File: src/include/strap_pkg.sv
// Purpose: Shared constants for the reset strap and status pin block
// Assumes: One 100 MHz clock, asynchronous active-high reset
// Notes:   Strap encodings and pin counts live here only
package strap_pkg;

    localparam int  NUM_PORTS        = 4;
    localparam int  SYNC_STAGES      = 3;
    // Interface-select strap encoding
    localparam logic IFACE_EEPROM_MASTER = 1'h1;
    localparam logic IFACE_SMBUS_TARGET  = 1'h0;
    // Power-management strap encoding, active low
    localparam logic PWRMGMT_ENABLED     = 1'h0;
    // Polarity strap encoding
    localparam logic POLARITY_ACTIVE_HIGH = 1'h1;
    // Settle cycles after reset release before sampling straps
    localparam int  STRAP_SETTLE_CYCLES = 5;
    localparam logic [2:0] SETTLE_INIT  = 3'h0;
    localparam logic [2:0] SETTLE_DONE  = 3'(STRAP_SETTLE_CYCLES - 1);

endpackage : strap_pkg

File: src/logic/strap_sync.sv
// Purpose: Three-stage synchroniser for pin inputs
// Assumes: Input may change asynchronously to core_clk_i
// Notes:   A change counts once stages two and three agree
module strap_sync
    import strap_pkg::*;
#(
    parameter int WIDTH = 3
)
(
    // Clock and reset
    input  wire logic             core_clk_i,
    input  wire logic             reset_i,
    // Pin side
    input  wire logic [WIDTH-1:0] pin_i,
    // Filtered level
    output logic      [WIDTH-1:0] level_o
);

    logic [WIDTH-1:0] stage1;
    logic [WIDTH-1:0] stage2;
    logic [WIDTH-1:0] stage3;
    wire  [WIDTH-1:0] agree = ~(stage2 ^ stage3);

    // First stage is read by stage2 only
    always_ff @(posedge core_clk_i or posedge reset_i)
    begin
        if (reset_i)
        begin
            stage1  <= '0;
            stage2  <= '0;
            stage3  <= '0;
            level_o <= '0;
        end
        else
        begin
            stage1  <= pin_i;
            stage2  <= stage1;
            stage3  <= stage2;
            level_o <= (agree & stage3) | (~agree & level_o);
        end
    end

endmodule : strap_sync

File: src/logic/reset_strap_status_pins.sv
// Purpose: Strap latch and status drive for three dual-function pins
// Assumes: Pins pulled by board resistors; pins idle as inputs in reset
// Notes:   Straps taken once, a few cycles after reset release
//          The synchroniser is cleared by reset, so the strap sample waits
//          until its filtered level has caught up with the pin.
//          Status drive starts only after capture, so the board resistor
//          is never fought while the strap is still being read.
//          Port power pins stay low until capture, whatever the polarity:
//          an active-low board sees its ports on for those few cycles.
//
// Function
// Latch interface-select strap at reset release: 1 EEPROM master, 0 SMBus target.
// With status output on, drive interface-select pin with upstream SuperSpeed suspend.
// Latch power-management strap: 0 enables power switching and overcurrent, 1 disables.
// In SMBus target mode, address bit 1 comes from power-management strap level.
// With status output on, drive power-management pin with upstream SuperSpeed connection.
// Full power management drives four per-port power and charge enables.
// Latch polarity strap: 0 power outputs active low, 1 active high.
// Board must enable power switching whenever battery charging is used.
// Strap 1 makes two-wire pins EEPROM master; 0 makes them SMBus target.
// Pins stay inputs during reset; latched straps hold until next reset.
module reset_strap_status_pins
    import strap_pkg::*;
#(
    parameter int PORTS = NUM_PORTS
)
(
    // Clock and reset
    input  wire logic             core_clk_i,
    input  wire logic             reset_i,
    // Dual-function pins
    input  wire logic             iface_select_strap_i,
    output logic                  iface_select_strap_o,
    output logic                  iface_select_strap_oe_o,
    input  wire logic             power_management_strap_i,
    output logic                  power_management_strap_o,
    output logic                  power_management_strap_oe_o,
    input  wire logic             power_output_polarity_strap_i,
    // Hub core status and control
    input  wire logic             status_output_enable_i,
    input  wire logic             ss_suspended_i,
    input  wire logic             ss_connected_i,
    input  wire logic [PORTS-1:0] port_power_request_i,
    input  wire logic [PORTS-1:0] port_charge_request_i,
    // Latched configuration
    output logic                  straps_valid_o,
    output logic                  eeprom_master_mode_o,
    output logic                  smbus_target_mode_o,
    output logic                  power_switching_enabled_o,
    output logic                  target_address_bit1_o,
    output logic                  power_active_high_o,
    // Port power pins
    output logic [PORTS-1:0]      port_power_enable_o,
    output logic [PORTS-1:0]      port_charge_enable_o
);

    ////////////////////////////////////////////////////////////////////////////
    // Pin synchronisation

    logic [2:0] pin_level;

    // Pin bundle: bit 0 interface select, bit 1 power management, bit 2 polarity
    wire  [2:0] pin_raw = {power_output_polarity_strap_i, power_management_strap_i, iface_select_strap_i};

    strap_sync #(
        .WIDTH (3)
    ) u_sync (
        .core_clk_i (core_clk_i),
        .reset_i    (reset_i),
        .pin_i      (pin_raw),
        .level_o    (pin_level)
    );

    ////////////////////////////////////////////////////////////////////////////
    // Strap capture after release

    // Release timeline, edges counted from the first edge after release:
    //   edge 1  first stage takes the pin
    //   edge 2  second stage takes the pin
    //   edge 3  third stage takes the pin
    //   edge 4  second and third agree, filtered level shows the pin
    //   edge 5  strap registers take the filtered level, capture flag set
    //   edge 6  configuration outputs and straps_valid_o rise
    // Sampling earlier would latch the cleared synchroniser, not the pin.
    // The settle count is frozen after capture, so nothing moves until the
    // next reset and later pin activity (status drive) is ignored.
    // Straps must hold from release up to edge 5; board resistors do that.
    // The capture edge is fixed by a count rather than by watching the
    // pin, because a floating strap would otherwise never settle.

    logic [2:0] settle;
    logic       captured;
    logic       iface_strap;
    logic       pwrmgmt_strap;
    logic       polarity_strap;
    wire        take_strap = !captured && (settle == SETTLE_DONE);

    // Settle count, frozen once the straps are taken
    always_ff @(posedge core_clk_i or posedge reset_i)
    begin
        if (reset_i)
            settle <= SETTLE_INIT;
        else if (!captured && settle != SETTLE_DONE)
            settle <= settle + 3'h1;
    end

    // Capture flag; only reset clears it
    always_ff @(posedge core_clk_i or posedge reset_i)
    begin
        if (reset_i)
            captured <= 1'b0;
        else if (take_strap)
            captured <= 1'b1;
    end

    // One capture only; held until the next reset
    always_ff @(posedge core_clk_i or posedge reset_i)
    begin
        if (reset_i)
        begin
            iface_strap    <= IFACE_EEPROM_MASTER;
            pwrmgmt_strap  <= ~PWRMGMT_ENABLED;
            polarity_strap <= POLARITY_ACTIVE_HIGH;
        end
        else if (take_strap)
        begin
            iface_strap    <= pin_level[0];
            pwrmgmt_strap  <= pin_level[1];
            polarity_strap <= pin_level[2];
        end
    end

    ////////////////////////////////////////////////////////////////////////////
    // Decoded configuration

    // Strap decodes, meaningful only once captured is high
    wire smbus_mode  = (iface_strap == IFACE_SMBUS_TARGET);
    wire pwr_enabled = (pwrmgmt_strap == PWRMGMT_ENABLED);
    wire act_high    = (polarity_strap == POLARITY_ACTIVE_HIGH);
    wire addr_bit1   = smbus_mode & pwrmgmt_strap;
    // Status drive waits for capture so a strap is never overdriven
    wire drive_stat  = captured & status_output_enable_i;

    // Requests pass only with switching on; polarity flips the power pin level, not the charge pins
    wire [PORTS-1:0] next_power  = (pwr_enabled ? port_power_request_i : '0)
                                   ^ {PORTS{~act_high}};
    wire [PORTS-1:0] next_charge = pwr_enabled ? port_charge_request_i : '0;

    ////////////////////////////////////////////////////////////////////////////
    // Registered outputs

    // Interface-select pin: released in reset, suspend status afterwards
    always_ff @(posedge core_clk_i or posedge reset_i)
    begin
        if (reset_i)
        begin
            iface_select_strap_o    <= 1'b0;
            iface_select_strap_oe_o <= 1'b0;
        end
        else
        begin
            iface_select_strap_o    <= drive_stat & ss_suspended_i;
            iface_select_strap_oe_o <= drive_stat;
        end
    end

    // Power-management pin: released in reset, connection status afterwards
    always_ff @(posedge core_clk_i or posedge reset_i)
    begin
        if (reset_i)
        begin
            power_management_strap_o    <= 1'b0;
            power_management_strap_oe_o <= 1'b0;
        end
        else
        begin
            power_management_strap_o    <= drive_stat & ss_connected_i;
            power_management_strap_oe_o <= drive_stat;
        end
    end

    // Configuration flags, all zero until capture
    always_ff @(posedge core_clk_i or posedge reset_i)
    begin
        if (reset_i)
        begin
            straps_valid_o            <= 1'b0;
            eeprom_master_mode_o      <= 1'b0;
            smbus_target_mode_o       <= 1'b0;
            power_switching_enabled_o <= 1'b0;
            target_address_bit1_o     <= 1'b0;
            power_active_high_o       <= 1'b0;
        end
        else
        begin
            straps_valid_o            <= captured;
            eeprom_master_mode_o      <= captured & ~smbus_mode;
            smbus_target_mode_o       <= captured & smbus_mode;
            power_switching_enabled_o <= captured & pwr_enabled;
            target_address_bit1_o     <= captured & addr_bit1;
            power_active_high_o       <= captured & act_high;
        end
    end

    // Port power pins; low before capture even on an active-low board
    always_ff @(posedge core_clk_i or posedge reset_i)
    begin
        if (reset_i)
        begin
            port_power_enable_o  <= '0;
            port_charge_enable_o <= '0;
        end
        else
        begin
            port_power_enable_o  <= captured ? next_power : '0;
            port_charge_enable_o <= captured ? next_charge : '0;
        end
    end

endmodule : reset_strap_status_pins

File: config.mk
export PLATFORM = sky130hd
export DESIGN_NAME = reset_strap_status_pins
export DESIGN_NICKNAME = d
export VERILOG_FILES = /design/src/include/strap_pkg.sv /design/src/logic/strap_sync.sv /design/src/logic/reset_strap_status_pins.sv
export SDC_FILE = /design/constraint.sdc
export NUM_CORES = 1
export LEC_CHECK = 0
export BUFFER_PORTS_ARGS = -buffer_cell sky130_fd_sc_hd__buf_4
export CORE_ASPECT_RATIO = 0.9
export CORE_MARGIN = 3
export CORE_UTILIZATION = 50
export CTS_CLUSTER_DIAMETER = 80
export DETAILED_ROUTE_END_ITERATION = 12
export PLACE_DENSITY = 0.77
export SYNTH_ARGS = -nofsm -noshare
export SYNTH_HDL_FRONTEND = slang
export SYNTH_SLANG_ARGS = --single-unit
File: constraint.sdc
create_clock -name core_clk_i -period 2.9 [get_ports core_clk_i]
set_input_delay 0.58 -clock core_clk_i [delete_from_list [all_inputs] [get_ports core_clk_i]]
set_output_delay 0.58 -clock core_clk_i [all_outputs]
set_load 0.02 [all_outputs]
# After elaboration in Yosys (flattened, before gate mapping)
# Cells that the tools add are included.
# totals
regBits	36
# op_classes
add_sub_neg	1
n_eq_ne	2
n_bitwise	19
n_reduce_logical	3
muxes	4
# ops
op	count
4-bit two-way mux	4
1-bit bitwise AND	9
3-bit bitwise AND	2
3-bit inverter	2
4-bit bitwise XOR	1
3-bit by 1-bit adder with 3-bit output (second input constant)	1
3-bit == test (second input constant)	1
3-bit != test (second input constant)	1
1-bit inverter	3
3-bit bitwise OR	1
3-bit bitwise XOR	1
1-bit logical AND	2
1-bit zero test	1

# Depth between registers and ports, before layout
# Gate-level depths: netlist of the first run.
# depth
ltp_word	5
ltp_mapped	5
mapped_depth_nobuf	5

# Hierarchy
# A second synthesis of the first run with hierarchy kept.
# hier_totals
cells_unflattened	84
hier_area_um2	1251.2
# by_module_without_submodules
mod	seq_area_each_um2	instances	cells_each	area_per_inst_um2
reset_strap_status_pins	604.3	1	68	913.4
strap_sync	300.3	1	16	337.8

# Worst setup path after synthesis of the first run
# Ideal clock, no wire load.
# synth_timing
kind	register to output
startpoint	reg power_management_strap_oe_o
endpoint	out power_management_strap_oe_o
path_stages_with_launch	2
n_path_buf	1
required_time_ns	2.320
setup_slack_ns	1.707
t_arrival_ns	0.613
cell_sequence	dfrtp_1 > buf_4
# synth_rtl
item	line_no	source
start, declared	reset_strap_status_pins.sv:37	output logic power_management_strap_oe_o,
start signal, assigned	reset_strap_status_pins.sv:178	power_management_strap_oe_o <= drive_stat;
# No word-level cell between the ends.

# Worst setup path after layout of the first run
# layout_timing
startpoint	reg straps_valid_o
endpoint	out straps_valid_o
# layout_rtl
item	line_no	source
start, declared	reset_strap_status_pins.sv:46	output logic straps_valid_o,
start signal, assigned	reset_strap_status_pins.sv:196	straps_valid_o <= captured;
# No word-level cell between the ends.

==> impl_metrics.ini, run 1 <==
[clock_tree]
clk_pin_slew_ps = 100
worst_skew_pair.late_latency_ps = 330
root_buffer = clkbuf_4
cts_tree = built
post_cts_buffers = 0
htree_levels = 2
cts_hold_buf = 0
cts_sinks = 36
clk_path_buf_depth = 2
cts_resized = 0
cts_made_buffers = 5

[global_route]
use_met3 = 0.0683
antenna_found_initial = 0
grt-busiest-layer = met2
use_met1 = 0.170
grtUsageMet2 = 0.236
gr-total-overflow = 0
grt_use_total = 0.148
grt_first_pass_wirelength_um = 3200
first_global_vias = 716
grt_max_degree = 20

[sta]
max_slew_margin = 0.562
setup_viol = 0
tightest_slew_ps = 656
rsz0062_at_grt = no
tns_ps = 0
fin_crit_ps = 1460
finalCritPeriodShare = 0.503
timing.fmax_ghz = 0.686
clock_skew_ps = 6.26
hold_viol = 0
slew_viol_final = 0
holdWs_ps = 337

[power_and_ir_drop]
power_density_mw_per_mm2 = 585
combinationalPowerShare = 0.126
vdd_drop_max_mv = 0.417
power_frac_clock = 0.272
switching_share = 0.250
power_frac_seq = 0.602
p_leak_nw = 0.753
internal-power_uw = 690
p_switching_uw = 230

[critical_path]
cp_top_family = flip-flops
cp.buffers_inverters = 1
reg2reg_from = settle[0]$_DFFE_PP0P_
critPathLaunchType = flip-flop
critPathMaxStageDelay_ps = 390
crit_path_cell_trace = buf_4
r2r_cells = 4
worstSetupStartpoint = straps_valid_o$_DFF_PP0_
regToRegSetupSlack_ps = 1670
worst_setup_path_end_kind = primary output
crit_slowest_cell = dfrtp_1
cp.required_ps = 2320
crit_type = reg -> out
r2r_end = settle[1]$_DFFE_PP0P_
crit_fanout = 1
arrival_ps = 880

[synth]
synth_fp_nets = 101
synth-seq-area-share = 0.727
synth_cell_type_count = 21
ys_seq_elements = 36
netlist_area_mm2 = 0.00124
avgSynthCellArea_um2 = 15.0
yosys_warnings = 0
syn_inst = 83

[detailed_routing]
drt-initial-drc-count = 2
antenna_left = 0
wl_per_cell_um = 13.5
vias = 712
via_per_inst = 4.75
drtPass1Iterations = 3
routed_wl_um = 2020
drc = 0

[floorplan]
core-area_mm2 = 0.00226
die_x_um = 58.6
io_pins = 34
die_area_mm2 = 0.00312
fp-row-count = 16
start_util = 0.550
die_y_um = 53.3

[final_layout]
antenna_cells = 0
syn2layout_area_growth_pct = 26.6
n_fill_cell = 162
nNetsFinal = 140
postLayoutCellArea_mm2 = 0.00157
drive_gt1_frac = 0.407

[placed_design]
numPortBuffers = 33
dpl_cell_area_mm2 = 0.00152
routabilityCongestion = 0.683
hpwlAfterDp_um = 1530

[job]
maxCapViolCount = 0

[min_path]
holdCritPathClass = in -> async

[status]
status = completed
==> power groups by stage <==
stage          Clock [mW]  Sequential [mW]  Combinational, mW
6_report            0.250            0.554              0.116
5_1_grt             0.280            0.558              0.126
4_1_cts             0.260            0.554              0.119
3_5_place_dp            0            0.564              0.119
3_3_place_gp            0            0.562              0.115
2_1_floorplan           0            0.583             0.0404
==> kinds of logic (layout without fill, tap and decap cells) <==
family	Yosys count	after routing	share of synthesized area
fa+ha+maj	5	5	0.0443
simple gates	23	23	0.113
xor+xnor	5	5	0.0352
buf+inv	7	47	0.0272
compound gates	4	4	0.0171
mux	3	3	0.0362
flops	36	36	0.727
==> registers in the layout (all words and copies together), names as in the netlist, named ones only <==
signal,cells
act_high,1
captured,1
eeprom_master_mode_o,1
iface_select_strap_o,1
iface_strap,1
port_charge_enable_o,4
port_power_enable_o,4
power_active_high_o,1
power_management_strap_o,1
power_management_strap_oe_o,1
power_switching_enabled_o,1
pwrmgmt_strap,1
settle,3
smbus_target_mode_o,1
straps_valid_o,1
target_address_bit1_o,1
u_sync.stage1,3
u_sync.stage2,3
u_sync.stage3,3
==> cell usage after synthesis <==
library cell,n,area (um2)
dfrtp_1,33,826
and2_1,8,50.1
nor2_1,5,18.8
xnor2_1,5,43.8
inv_1,4,15.0
nand2b_1,4,25.0
dfstp_2,3,78.8
maj3_1,3,30.0
mux2_4,3,45.0
a21oi_1,2,10.0
and3_1,2,12.5
ha_1,2,25.0
a31oi_1,1,6.26
buf_2,1,5.00
buf_4,1,7.51
inv_4,1,6.26
nand2_1,1,3.75
nand3_4,1,17.5
nor2_2,1,6.26
nor2b_1,1,6.26
o21ai_0,1,5.00
==> layout by cell type, fill, tap and decap left out <==
cell,synthesis,routed
a21oi_1,2,2
a31oi_1,1,1
and2_1,8,8
and3_1,2,2
buf_4,1,34
clkbuf_1,0,1
clkbuf_4,0,5
clkinv_2,0,1
clkinvlp_4,0,1
dfrtp_1,33,33
dfstp_2,3,3
ha_1,2,2
inv_1,4,4
inv_4,1,1
maj3_1,3,3
mux2_4,3,3
nand2_1,1,1
nand2b_1,4,4
nand3_4,1,1
nor2_1,5,5
nor2_2,1,1
nor2b_1,1,1
o21ai_0,1,1
xnor2_1,5,5
==> stage by stage <==
stage / instances / utilization / setup slack (ps) / power, mW
after floorplan: 83 / - / 1520 / 0.624
after global placement: 142 / 0.672 / 1480 / 0.678
after detailed placement: 142 / 0.672 / 1470 / 0.683
after CTS: 150 / 0.696 / 1420 / 0.933
after global routing: 150 / 0.696 / 1400 / 0.964
final: 150 / 0.696 / 1440 / 0.920
==> routing by layer <==
layer	up-vias	share of wire
met2	27	0.47
met3	5	0.087
met1	341	0.42
met4	0	0.020
li1	339	-
met5	-	0
==> cell type report <==
cell class,count,area (um2),share of cell area
repair buffers,34,255,0.162
well taps,27,33.8,0.0215
clock inverters,2,12.5,0.00795
clock buffers,6,41.3,0.0262
multi-input cells,40,305,0.194
flip-flops and latches,36,905,0.575
inverters,5,21.3,0.0135
==> worst max-delay path by stage <==
stage                                              endpoint  slack, ps  cells past startpoint
after floorplan                                   async pin       1520                      1
after global placement    port_charge_enable_o[2]$_DFF_PP0_       1480                      3
after detailed placement  port_charge_enable_o[2]$_DFF_PP0_       1470                      3
after CTS                                    straps_valid_o       1420                      1
after global routing                         straps_valid_o       1400                      1
final                                        straps_valid_o       1440                      1
Power figures use the tool's default switching activity.
==> run 2: changes to the inputs <==
--- a/config.mk
+++ b/config.mk
@@ -5,13 +5,14 @@
 export SDC_FILE = /design/constraint.sdc
 export NUM_CORES = 1
 export LEC_CHECK = 0
+export ABC_AREA = 1
 export BUFFER_PORTS_ARGS = -buffer_cell sky130_fd_sc_hd__buf_4
 export CORE_ASPECT_RATIO = 0.9
 export CORE_MARGIN = 3
 export CORE_UTILIZATION = 50
 export CTS_CLUSTER_DIAMETER = 80
 export DETAILED_ROUTE_END_ITERATION = 12
-export PLACE_DENSITY = 0.77
+export PLACE_DENSITY = 0.76
 export SYNTH_ARGS = -nofsm -noshare
 export SYNTH_HDL_FRONTEND = slang
 export SYNTH_SLANG_ARGS = --single-unit
==> constraint.sdc (replaced) <==
create_clock -name core_clk_i -period 1.5 [get_ports core_clk_i]
set_input_delay 0.3 -clock core_clk_i [delete_from_list [all_inputs] [get_ports core_clk_i]]
set_output_delay 0.3 -clock core_clk_i [all_outputs]
set_load 0.02 [all_outputs]
==> run 2 against run 1 <==
Largest power group unchanged. Flip-flop and latch count unchanged. Sequential share of layout area decreased by 1.2 points. Largest cell class unchanged. Core utilization decreased by 0.34 points. Hold slack got worse by 280 ps. Critical path type unchanged. Highest routed layer unchanged.
==> impl_metrics.ini, run 2 <==
[status]
status = completed

[synth]
synth_fp_nets = 139
avgSynthCellArea_um2 = 10.7
synth_area_leaders = dfrtp_1 (64%), nand2_1 (7.5%), dfstp_2 (6.1%)
synth_area_leader_cell = dfrtp_1
ys_seq_elements = 36
synth-edff-count = 0
syn_inst = 121
synth-seq-area-share = 0.698
synthSimpleGateAreaFrac = 0.176
synth_top_family_by_area = simple AND/OR/NAND/NOR gates
synth_compound_area_frac = 0.0309
yosys.cell_count.top_type = dfrtp_1
yosys_warnings = 0
synth_cell_type_count = 19
synth_ff_type = dfrtp_1
synth_common_cells = dfrtp_1 (33), nand2_1 (26), inv_1 (16)
synth_xor_area_frac = 0
async_reset_ff_frac = 1.00
synthMuxAreaShare = 0
synth_fa_ha_area_frac = 0.0193
synthDominantCellAreaShare = 0.637
netlist_area_mm2 = 0.00130

[final_layout]
nNetsFinal = 177
antenna_cells = 0
final_common_cell = buf_4
layout_common_cells = buf_4 (34), dfrtp_1 (33), nand2_1 (26), inv_1 (16), nor2_1 (15)
post-route-util = 0.692
syn2layout_area_growth_pct = 24.0
drive_gt1_frac = 0.346
top_regs = port_charge_enable_o x4, port_power_enable_o x4

[floorplan]
die_y_um = 54.3
start_util = 0.558
io_pins = 34
fp-row-count = 16
die_x_um = 59.7
die_area_mm2 = 0.00324
core-area_mm2 = 0.00232

[global_route]
grt_use_total = 0.150
use_met3 = 0.0849
gr-total-overflow = 0
grt_first_pass_wirelength_um = 3400
antenna_found_initial = 0
grtUsageMet2 = 0.250
use_met1 = 0.156
grt-busiest-layer = met2
first_global_vias = 823
grt_max_degree = 37

[sta]
slew_viol_final = 0
tightest_slew_ps = 451
setup_viol = 0
layout_setup_ws_ps = 334
tns_ps = 0
timing.fmax_ghz = 0.857
fin_crit_ps = 1170
clock_skew_ps = 6.30
finalCritPeriodShare = 0.778
hold_viol = 0
max_slew_margin = 0.699
rsz0062_at_grt = no

[clock_tree]
root_buffer = clkbuf_4
clk_pin_slew_ps = 100
clk_path_buf_depth = 2
cts_sinks = 36
cts_tree = built
htree_levels = 2
post_cts_buffers = 0
cts_resized = 0
worst_skew_pair.late_latency_ps = 330
cts_made_buffers = 5
cts_hold_buf = 0

[power_and_ir_drop]
power_frac_seq = 0.610
power_density_mw_per_mm2 = 1090
p_leak_nw = 0.868
vdd_drop_max_mv = 0.752
p_switching_uw = 437
switching_share = 0.250
combinationalPowerShare = 0.132
internal-power_mw = 1.31
power_frac_clock = 0.258

[critical_path]
crit_path_cell_trace = buf_4
critPathMaxStageDelay_ps = 390
r2r_cells = 4
critPathLaunchType = flip-flop
cp_top_family = flip-flops
r2r_end = iface_strap$_DFFE_PP1P_
worst_setup_path_end_kind = primary output
crit_slowest_cell = dfrtp_1
reg2reg_from = captured$_DFFE_PP0P_
crit_type = reg -> out
cp.required_ps = 1200
crit_fanout = 1
cp.buffers_inverters = 1
arrival_ps = 870
regToRegSetupSlack_ps = 390

[detailed_routing]
drc = 0
drtPass1Iterations = 4
wl_per_cell_um = 11.2
via_per_inst = 4.60
drt-initial-drc-count = 13
antenna_left = 0
routed_wl_um = 2080
vias = 856

[placed_design]
numPortBuffers = 33
routabilityCongestion = 0.747
dpl_worst_slack_ps = 407
hpwlAfterDp_um = 1530

[job]
maxCapViolCount = 0

[min_path]
holdCritPathClass = in -> async
-- run 2: changes by cell type after synthesis, sizes merged, moves of 4 or more --
cell / change
nand2: +28
inv: +15
nor2: +13
and2: -8
o21ai: +5
xnor2: -5
nand2b: -4
-- run 2: worst min-delay path: stages --
cell	delay, ps
buf_4	110
inv_1	40
buf_4	370
-- run 2: cell type report --
cell class	instances	area, um2
Multi-Input combinational cell	62	293
Sequential cell	36	905
Fill cell	190	714
Inverter	20	75.1
Timing Repair Buffer	34	255
Clock buffer	6	41.3
Tap cell	27	33.8
Clock inverter	1	5.00
-- run 2: worst max-delay path by stage --
stage	cells past startpoint	to	startpoint
floorplan	1	async pin	reset_i
global placement	4	iface_strap$_DFFE_PP1P_	captured$_DFFE_PP0P_
detailed placement	4	act_high$_DFFE_PP1P_	captured$_DFFE_PP0P_
CTS	1	port_power_enable_o[0]	port_power_enable_o[0]$_DFF_PP0_
global route	4	act_high$_DFFE_PP1P_	captured$_DFFE_PP0P_
finish	1	smbus_target_mode_o	smbus_target_mode_o$_DFF_PP0_
-- run 2: routing by layer --
| metal | vias up | wire (um) | part of all wire |
|---|---|---|---|
| met3 | 5 | 219 | 0.11 |
| met4 | 0 | 34 | 0.016 |
| li1 | 433 | - | - |
| met5 | - | 0 | 0 |
| met1 | 391 | 834 | 0.40 |
| met2 | 27 | 993 | 0.48 |
-- run 2: cell families (layout without fill, tap and decap cells) --
logic type,Yosys count,in the layout
buffers and inverters,23,61
AO/OA/AOI/OAI,8,8
adder cells (fa/ha/maj),2,2
flip-flops,36,36
AND/OR/NAND/NOR,52,52
-- run 2: power by group through the flow --
stage	combinational, mW	sequential (mW)	clock, mW
global placement	0.229	1.08	0
floorplan	0.0865	1.12	0
global route	0.254	1.08	0.529
detailed placement	0.235	1.09	0
CTS	0.235	1.07	0.479
finish	0.230	1.07	0.452
-- run 2: through the flow --
stage               instances  hold slack, ps  power (mW)  instance area (um2)
floorplan                 121             331        1.21                 1300
global placement          179             332        1.31                 1560
detailed placement        179             346        1.32                 1560
CTS                       186            63.4        1.78                 1610
global route              186            36.5        1.86                 1610
finish                    186            55.7        1.75                 1610
